==> config.mk <==
export PLATFORM = sky130hd
export DESIGN_NAME = rsc_reset_source_controller
export DESIGN_NICKNAME = d
export VERILOG_FILES = /design/src/rsc_pkg.sv /design/src/rsc_reset_source_controller.sv
export SDC_FILE = /design/constraint.sdc
export NUM_CORES = 1
export LEC_CHECK = 0
export ABC_AREA = 1
export BUFFER_PORTS_ARGS = -buffer_cell sky130_fd_sc_hd__buf_2
export CAP_MARGIN = 25
export CELL_PAD_IN_SITES_DETAIL_PLACEMENT = 1
export CELL_PAD_IN_SITES_GLOBAL_PLACEMENT = 1
export CORE_UTILIZATION = 33
export DETAILED_ROUTE_END_ITERATION = 8
export GPL_TIMING_DRIVEN = 0
export PLACE_DENSITY_LB_ADDON = 0.1
export SYNTH_ARGS = -nofsm -noshare
export SYNTH_HDL_FRONTEND = slang
export SYNTH_SLANG_ARGS = --single-unit
==> constraint.sdc <==
create_clock -name clk -period 1.8 [get_ports clk]
set_input_delay 0.27 -clock clk [delete_from_list [all_inputs] [get_ports clk]]
set_output_delay 0.27 -clock clk [all_outputs]
set_load 0.03 [all_outputs]
==> src/rsc_pkg.sv <==
package rsc_pkg;

   // Register byte offsets
   localparam logic [7:0] RSC_OFF_STATUS = 8'h00;
   localparam logic [7:0] RSC_OFF_STRAPS = 8'h04;
   localparam logic [7:0] RSC_OFF_CTRL = 8'h08;
   localparam logic [7:0] RSC_OFF_IRQ_STAT = 8'h0c;
   localparam logic [7:0] RSC_OFF_IRQ_CLR = 8'h10;
   localparam logic [7:0] RSC_OFF_IRQ_EN = 8'h14;

   // Source bit positions in status and interrupt registers
   localparam int RSC_SRC_POR = 0;
   localparam int RSC_SRC_HARD_EXT = 1;
   localparam int RSC_SRC_WDOG = 2;
   localparam int RSC_SRC_BMON = 3;
   localparam int RSC_SRC_TAP = 4;
   localparam int RSC_NSRC = 5;

   // Control register fields
   localparam int RSC_CTRL_WDOG_EN = 0;
   localparam int RSC_CTRL_BMON_EN = 1;
   localparam logic [31:0] RSC_CTRL_RESET = 32'h0000_0001;

   // Timing in input clock cycles
   localparam int RSC_POR_MIN_CYC = 16;
   localparam int RSC_HARD_REL_CYC = 521;
   localparam int RSC_HARD_HOLD_CYC = 521;
   localparam int RSC_CORE_HOLD_CYC = 16;
   localparam int RSC_CNT_W = 10;

   typedef struct packed {
      logic [1:0] boot_source_select;
      logic watchdog_enable_strap;
      logic host_byte_width_strap;
      logic host_strobe_polarity_strap;
   } rsc_straps_t;

   // Reset outputs toward the rest of the chip
   typedef struct packed {
      logic system_pll;
      logic timer_regs;
      logic stop_control_reg;
      logic halt_handshake;
      logic ext_core;
      logic periph;
   } rsc_resets_t;

   typedef enum logic [3:0] {
      RSC_ST_IDLE = 4'b0001,
      RSC_ST_POR = 4'b0010,
      RSC_ST_HARD = 4'b0100,
      RSC_ST_SOFT = 4'b1000
   } rsc_state_t;

endpackage

==> src/rsc_reset_source_controller.sv <==
// The APB register port and the register offsets were chosen for this implementation.
`timescale 1ns/10ps
module rsc_reset_source_controller
(
   input wire logic clk,
   input wire logic rst,
   input wire logic power_on_reset_n,
   input wire logic hard_reset_n_in,
   output logic hard_reset_n_out,
   output logic hard_reset_n_oe,
   input wire logic watchdog_expired,
   input wire logic bus_monitor_expired,
   input wire logic tap_boundary_cmd,
   input wire logic [1:0] boot_source_select,
   input wire logic watchdog_enable_strap,
   input wire logic host_byte_width_strap,
   input wire logic host_strobe_polarity_strap,
   output rsc_pkg::rsc_straps_t straps,
   output rsc_pkg::rsc_resets_t resets,
   output logic soft_reset_internal,
   output logic irq,
   input wire logic psel,
   input wire logic penable,
   input wire logic pwrite,
   input wire logic [7:0] paddr,
   input wire logic [31:0] pwdata,
   output logic [31:0] prdata,
   output logic pready,
   output logic pslverr
);

   logic [2:0] por_sync_q;
   logic [2:0] hpin_sync_q;
   logic [2:0] tap_sync_q;
   logic [1:0] strap_sync1_q;
   logic [1:0] strap_sync2_q;
   logic [4:0] strap_raw_q;
   logic [4:0] strap_s_q;
   logic por_n_s;
   logic hpin_n_s;
   logic por_rise;
   logic tap_rise;
   logic wdog_ev;
   logic bmon_ev;
   logic hard_ext_ev;
   rsc_pkg::rsc_state_t state_q;
   logic [rsc_pkg::RSC_CNT_W-1:0] cnt_q;
   logic [rsc_pkg::RSC_NSRC-1:0] src_q;
   logic [rsc_pkg::RSC_NSRC-1:0] pend_q;
   logic [rsc_pkg::RSC_NSRC-1:0] ev;
   logic [rsc_pkg::RSC_NSRC-1:0] irq_stat_q;
   logic [rsc_pkg::RSC_NSRC-1:0] irq_en_q;
   logic [31:0] ctrl_q;
   logic wr_en;
   logic pll_rst_q;
   logic core_rst_q;
   logic drive_pin_q;
   logic soft_q;
   logic [1:0] drv_echo_q;

   // Two-stage synchronisers; third stage only for edge detection
   always_ff @(posedge clk or posedge rst)
   begin
      if (rst)
      begin
         por_sync_q <= 3'h0;
         hpin_sync_q <= 3'h7;
         tap_sync_q <= 3'h0;
      end
      else
      begin
         por_sync_q <= {por_sync_q[1:0], power_on_reset_n};
         hpin_sync_q <= {hpin_sync_q[1:0], hard_reset_n_in};
         tap_sync_q <= {tap_sync_q[1:0], tap_boundary_cmd};
      end
   end

   // Strap pins also pass two flops before capture
   always_ff @(posedge clk or posedge rst)
   begin
      if (rst)
      begin
         strap_raw_q <= 5'h00;
         strap_s_q <= 5'h00;
      end
      else
      begin
         strap_raw_q <= {boot_source_select, watchdog_enable_strap,
                         host_byte_width_strap, host_strobe_polarity_strap};
         strap_s_q <= strap_raw_q;
      end
   end

   assign por_n_s = por_sync_q[1];
   assign hpin_n_s = hpin_sync_q[1];
   assign por_rise = por_sync_q[1] & ~por_sync_q[2];
   assign tap_rise = tap_sync_q[1] & ~tap_sync_q[2];

   assign wdog_ev = watchdog_expired & ctrl_q[rsc_pkg::RSC_CTRL_WDOG_EN];
   assign bmon_ev = bus_monitor_expired & ctrl_q[rsc_pkg::RSC_CTRL_BMON_EN];
   // pin pulled low by others; our own drive and its synchroniser echo are masked
   assign hard_ext_ev = ~hpin_n_s & ~drive_pin_q & ~(|drv_echo_q);
   assign ev = {tap_rise, bmon_ev, wdog_ev, hard_ext_ev, ~por_n_s};

   // Sequencer: power-on beats hard beats soft
   always_ff @(posedge clk or posedge rst)
   begin
      if (rst)
      begin
         state_q <= rsc_pkg::RSC_ST_POR;
         cnt_q <= '0;
         pend_q <= '0;
         src_q <= 5'h01;
      end
      else if (!por_n_s)
      begin
         state_q <= rsc_pkg::RSC_ST_POR;
         cnt_q <= '0;
         pend_q <= 5'h01;
      end
      else
      begin
         unique case (state_q)
            rsc_pkg::RSC_ST_IDLE:
            begin
               cnt_q <= '0;
               pend_q <= ev;
               if (hard_ext_ev || wdog_ev || bmon_ev)
                  state_q <= rsc_pkg::RSC_ST_HARD;
               else if (tap_rise)
                  state_q <= rsc_pkg::RSC_ST_SOFT;
            end
            rsc_pkg::RSC_ST_POR:
            begin
               // pin held a fixed count past power-on release
               // Four cycles go to the input synchroniser, this state and the pin flop
               if (cnt_q == rsc_pkg::RSC_CNT_W'(rsc_pkg::RSC_HARD_REL_CYC - 4))
               begin
                  state_q <= rsc_pkg::RSC_ST_IDLE;
                  src_q <= pend_q | ev;
               end
               else
                  cnt_q <= cnt_q + 1'b1;
            end
            rsc_pkg::RSC_ST_HARD:
            begin
               // Pin is let go at the end of the hold; the line must then read high
               pend_q <= pend_q | ev;
               if (cnt_q == rsc_pkg::RSC_CNT_W'(rsc_pkg::RSC_HARD_HOLD_CYC - 1) && hpin_n_s)
               begin
                  state_q <= rsc_pkg::RSC_ST_IDLE;
                  src_q <= pend_q;
               end
               else if (cnt_q != rsc_pkg::RSC_CNT_W'(rsc_pkg::RSC_HARD_HOLD_CYC - 1))
                  cnt_q <= cnt_q + 1'b1;
            end
            rsc_pkg::RSC_ST_SOFT:
            begin
               pend_q <= pend_q | ev;
               if (hard_ext_ev || wdog_ev || bmon_ev)
               begin
                  state_q <= rsc_pkg::RSC_ST_HARD;
                  cnt_q <= '0;
               end
               else if (cnt_q == rsc_pkg::RSC_CNT_W'(rsc_pkg::RSC_CORE_HOLD_CYC - 1))
               begin
                  state_q <= rsc_pkg::RSC_ST_IDLE;
                  src_q <= pend_q;
               end
               else
                  cnt_q <= cnt_q + 1'b1;
            end
            default:
               state_q <= rsc_pkg::RSC_ST_POR;
         endcase
      end
   end

   // straps caught once, at power-on release
   always_ff @(posedge clk or posedge rst)
   begin
      if (rst)
         straps <= '0;
      // hard and soft flows never reach here
      else if (por_rise)
         straps <= rsc_pkg::rsc_straps_t'(strap_s_q);
   end

   // Reset outputs registered per flow
   always_ff @(posedge clk or posedge rst)
   begin
      if (rst)
      begin
         pll_rst_q <= 1'b1;
         core_rst_q <= 1'b1;
         drive_pin_q <= 1'b1;
         soft_q <= 1'b0;
      end
      else
      begin
         // PLL only follows the power-on input
         pll_rst_q <= ~por_n_s;
         // every flow resets core, timers, peripherals
         core_rst_q <= (state_q != rsc_pkg::RSC_ST_IDLE);
         // soft flow leaves the pin alone; hard flow lets go after its hold
         drive_pin_q <= (state_q == rsc_pkg::RSC_ST_POR) ||
                        ((state_q == rsc_pkg::RSC_ST_HARD) &&
                         (cnt_q != rsc_pkg::RSC_CNT_W'(rsc_pkg::RSC_HARD_HOLD_CYC - 1)));
         soft_q <= (state_q == rsc_pkg::RSC_ST_SOFT);
      end
   end

   // Our own drive as it comes back through the pin synchroniser;
   // without it the self-made low would look like an outside hard request
   always_ff @(posedge clk or posedge rst)
   begin
      if (rst)
         drv_echo_q <= 2'h3;
      else
         drv_echo_q <= {drv_echo_q[0], drive_pin_q};
   end

   // open drain: output data always low, only enable toggles
   assign hard_reset_n_out = 1'b0;
   assign hard_reset_n_oe = drive_pin_q;
   assign soft_reset_internal = soft_q;

   // stop control and halt handshake cleared in every flow
   always_comb
   begin
      resets.system_pll = pll_rst_q;
      resets.timer_regs = core_rst_q;
      resets.stop_control_reg = core_rst_q;
      resets.halt_handshake = core_rst_q;
      resets.ext_core = core_rst_q;
      resets.periph = core_rst_q;
   end

   assign wr_en = psel & penable & pwrite;

   // Control register; watchdog enable follows the strap after power-on
   always_ff @(posedge clk or posedge rst)
   begin
      if (rst)
         ctrl_q <= rsc_pkg::RSC_CTRL_RESET;
      else if (por_rise)
         ctrl_q[rsc_pkg::RSC_CTRL_WDOG_EN] <= strap_s_q[2];
      else if (wr_en && paddr == rsc_pkg::RSC_OFF_CTRL)
         ctrl_q <= {30'h0, pwdata[1:0]};
   end

   // Sticky event bits; a new event wins over a clear
   always_ff @(posedge clk or posedge rst)
   begin
      if (rst)
      begin
         irq_stat_q <= '0;
         irq_en_q <= '0;
      end
      else
      begin
         if (wr_en && paddr == rsc_pkg::RSC_OFF_IRQ_CLR)
            irq_stat_q <= (irq_stat_q & ~pwdata[4:0]) | ev;
         else
            irq_stat_q <= irq_stat_q | ev;
         if (wr_en && paddr == rsc_pkg::RSC_OFF_IRQ_EN)
            irq_en_q <= pwdata[4:0];
      end
   end

   assign irq = |(irq_stat_q & irq_en_q);

   // APB: zero wait states, error on unmapped address
   assign pready = 1'b1;

   always_comb
   begin
      prdata = 32'h0;
      pslverr = 1'b0;
      unique case (paddr)
         rsc_pkg::RSC_OFF_STATUS: prdata = {27'h0, src_q};
         rsc_pkg::RSC_OFF_STRAPS: prdata = {27'h0, straps};
         rsc_pkg::RSC_OFF_CTRL: prdata = ctrl_q;
         rsc_pkg::RSC_OFF_IRQ_STAT: prdata = {27'h0, irq_stat_q};
         rsc_pkg::RSC_OFF_IRQ_CLR: prdata = 32'h0;
         rsc_pkg::RSC_OFF_IRQ_EN: prdata = {27'h0, irq_en_q};
         default: pslverr = psel & penable;
      endcase
   end

endmodule

==> impl_metrics.tcl <==
set metrics [dict create \
    dieArea_mm2 0.01097 \
    htree_levels 3 \
    pre_cts_ws_ps -28.82 \
    die_w_um 104.7 \
    gp_congestion 0.7797 \
    ant_nets 0 \
    rows 37 \
    setup_violations 0 \
    ios 104 \
    cts-buffers-inserted 9 \
    syn_area_per_cell_um2 7.878 \
    setup_slack_ps 132.3 \
    synth_cell_types 30 \
    ir_drop_v 0.0003300 \
    final_common_cell "nand2_1" \
    hold_viol_final 0 \
    wl_per_cell_um 13.27 \
    drtIter0Drc 69 \
    p_leak_uw 0.002280 \
    grt_pass1_wl_mm 15.21 \
    status "completed" \
    worstHoldPathType "in -> async" \
    grt_pass1_vias 3083 \
    skew_ps 8.931 \
    drc 0 \
    cts.path.max_buffers 2 \
    synth_mux_area_share_pct 0 \
    power.density_mw_per_mm2 787.5 \
    synthTopCellsByArea "dfrtp_1, nand2_1, buf_4" \
    track_usage_pct 17.65 \
    post-route-period-util_pct 92.65 \
    die_y_um 104.7 \
    grt_max_degree 37 \
    cts_root_buf "clkbuf_8" \
    synth_xor_area_share_pct 0.2515 \
    synthSimpleGateAreaFrac_pct 31.66 \
    num-nets-final 587 \
    synth_compound_area_share_pct 5.462 \
    met1_usage_pct 23.34 \
    arrival_ps 1400 \
    clkSinkCount 65 \
    dp_hpwl_mm 6.949 \
    fmax_mhz 599.6 \
    synth_cells 442 \
    met2_usage_pct 29.61 \
    gr-total-overflow 0 \
    critPathLaunchType "input pin" \
    initial_core_util_pct 33.88 \
    fin_hold_ws_ps 20.00 \
    grt_use_met3_pct 2.433 \
    critPathKind "in -> out" \
    netlist_area_mm2 0.003482 \
    antenna_found_initial 0 \
    timing.rr.start "cnt_q[0]" \
    core_mm2 0.01028 \
    clkTransAtPathRegs_ps 90 \
    ys_seq_area_share_pct 47.07 \
    synthAdderAreaFrac_pct 1.078 \
    reg2reg_setup_slack_ps 140 \
    startpoint "paddr[0]" \
    cts_tree "built" \
    fill_cells 1335 \
    synth-seq-cells 65 \
    final_cell_mix "nand2_1, dfrtp_1, nand3_1" \
    place_area_mm2 0.004013 \
    first_pass_iters 4 \
    endpoint "prdata[2]" \
    area_growth_pct 22.96 \
    postCtsHoldBufs 0 \
    min_period_ps 1668 \
    dr_total_vias 2994 \
    synth_top_area_share_pct 39.53 \
    crit_path_end_kind "output port" \
    antenna_cells_inserted 0 \
    top_usage_layer "met2" \
    viasPerCell 4.469 \
    critPathMaxFanout 5 \
    clkLatencyLatePin_ps 340 \
    r2r-end "src_q[1]" \
    ys_warn_count 0 \
    drv_cap 0 \
    wirelength_mm 8.890 \
    io_buffers 47 \
    synth_top_family_by_area "simple AND/OR/NAND/NOR gates" \
    critPathRequiredTime_ps 1530 \
    reg2regPathDepth 11 \
    worst_pin_slew_ps 693.6 \
    fin_util_pct 41.66 \
    maxSlewViolCount 0 \
    finalInstanceArea_mm2 0.004282 \
    finalPower_uw 3372 \
    relSlewSlack_pct 53.66 \
    drive_gt1_share_pct 28.84 \
    yosys.area.top_type "dfrtp_1" \
]
==> registers in the layout, summed over array words and instances (netlist names), 5 cells and up <==
name	count
irq_en_q	5
straps	5
strap_s_q	5
irq_stat_q	5
cnt_q	10
pend_q	5
strap_raw_q	5
src_q	5
==> stage by stage <==
stage / setup TNS (ps) / std cells
4_1_cts: 0 / 669
3_5_place_dp: -28.82 / 653
2_1_floorplan: 0 / 469
6_report: 0 / 670
5_1_grt: -12.73 / 670
3_3_place_gp: 0 / 652
==> cells by family after synthesis <==
| group | Yosys count |
|---|---|
| AO/OA/AOI/OAI | 33 |
| XOR/XNOR | 1 |
| adder cells (fa/ha/maj) | 3 |
| buffers and inverters | 96 |
| flip-flops | 65 |
| other | 2 |
| AND/OR/NAND/NOR | 242 |
==> worst min-delay path by stage <==
stage	endpoint	slack, ps	start	depth (start not counted)
floorplan	hpin_sync_q[0]	270	hard_reset_n_in	0
global placement	strap_s_q[1]	330	strap_raw_q[1]	0
detailed placement	strap_s_q[0]	340	strap_raw_q[0]	0
CTS	strap_raw_q[1]	10	host_byte_width_strap	1
global route	strap_raw_q[0]	2	host_strobe_polarity_strap	1
finish	strap_raw_q[0]	20	rst	2
==> where the power goes <==
group | total, uW | switching (uW) | leakage [uW] | internal [uW]
registers | 1550 | 32.0 | 0.000798 | 1510
logic | 390 | 266 | 0.00138 | 123
clock network | 1440 | 643 | 0.000106 | 792
==> Yosys cell counts <==
cell       instances
nand3b_1           2
nand3_2            2
nand2_2            4
inv_2              7
o21bai_1           1
nor2_2             7
a21o_1             1
nand2_1          125
a211o_1            1
nand4_1            9
o2111ai_1          1
dfstp_2           10
o22ai_1            4
nand2_4            3
nor2_4             4
xor2_1             1
nor3_1             3
ha_1               3
buf_2              1
nor2_1            30
a221oi_1           1
buf_4             36
dfrtp_1           55
o21ai_0           23
clkbuf_1           2
inv_1             50
nand3_1           52
a21oi_2            1
or2_2              1
conb_1             2
==> cell type report <==
class                      count  area [um^2]  share of cell area, %
buffer                        39        282.8                  6.604
clock buffer                   9        123.9                  2.893
clock inverter                 7        101.3                  2.367
inverter                      57        217.7                  5.085
multi-input combinational    308         1480                  34.57
sequential                    65         1640                  38.31
tap                          136        170.2                  3.974
timing repair buffer          49        265.3                  6.195
==> worst max-delay path, cell delays in order <==
cell and delay [ps]:
buf_2 100, inv_1 40, nand2_1 80, inv_1 110
nand3_1 150, nor2_4 190, nand2_1 120, o2111ai_1 120
buf_2 230
==> routing by layer <==
| layer | up-vias | routed length, um |
|---|---|---|
| li1 | 1506 | - |
| met2 | 40 | 4396 |
| met1 | 1438 | 4178 |
| met4 | 0 | 120 |
| met5 | - | 0 |
| met3 | 10 | 195 |
==> repair_timing <==
| action | in CTS | in global routing |
|---|---|---|
| setup endpoints to repair | 1 | 20 |
| buffers inserted | 0 | 1 |
| gates resized for setup | 1 | 14 |
(Power assumes the default switching activity.)
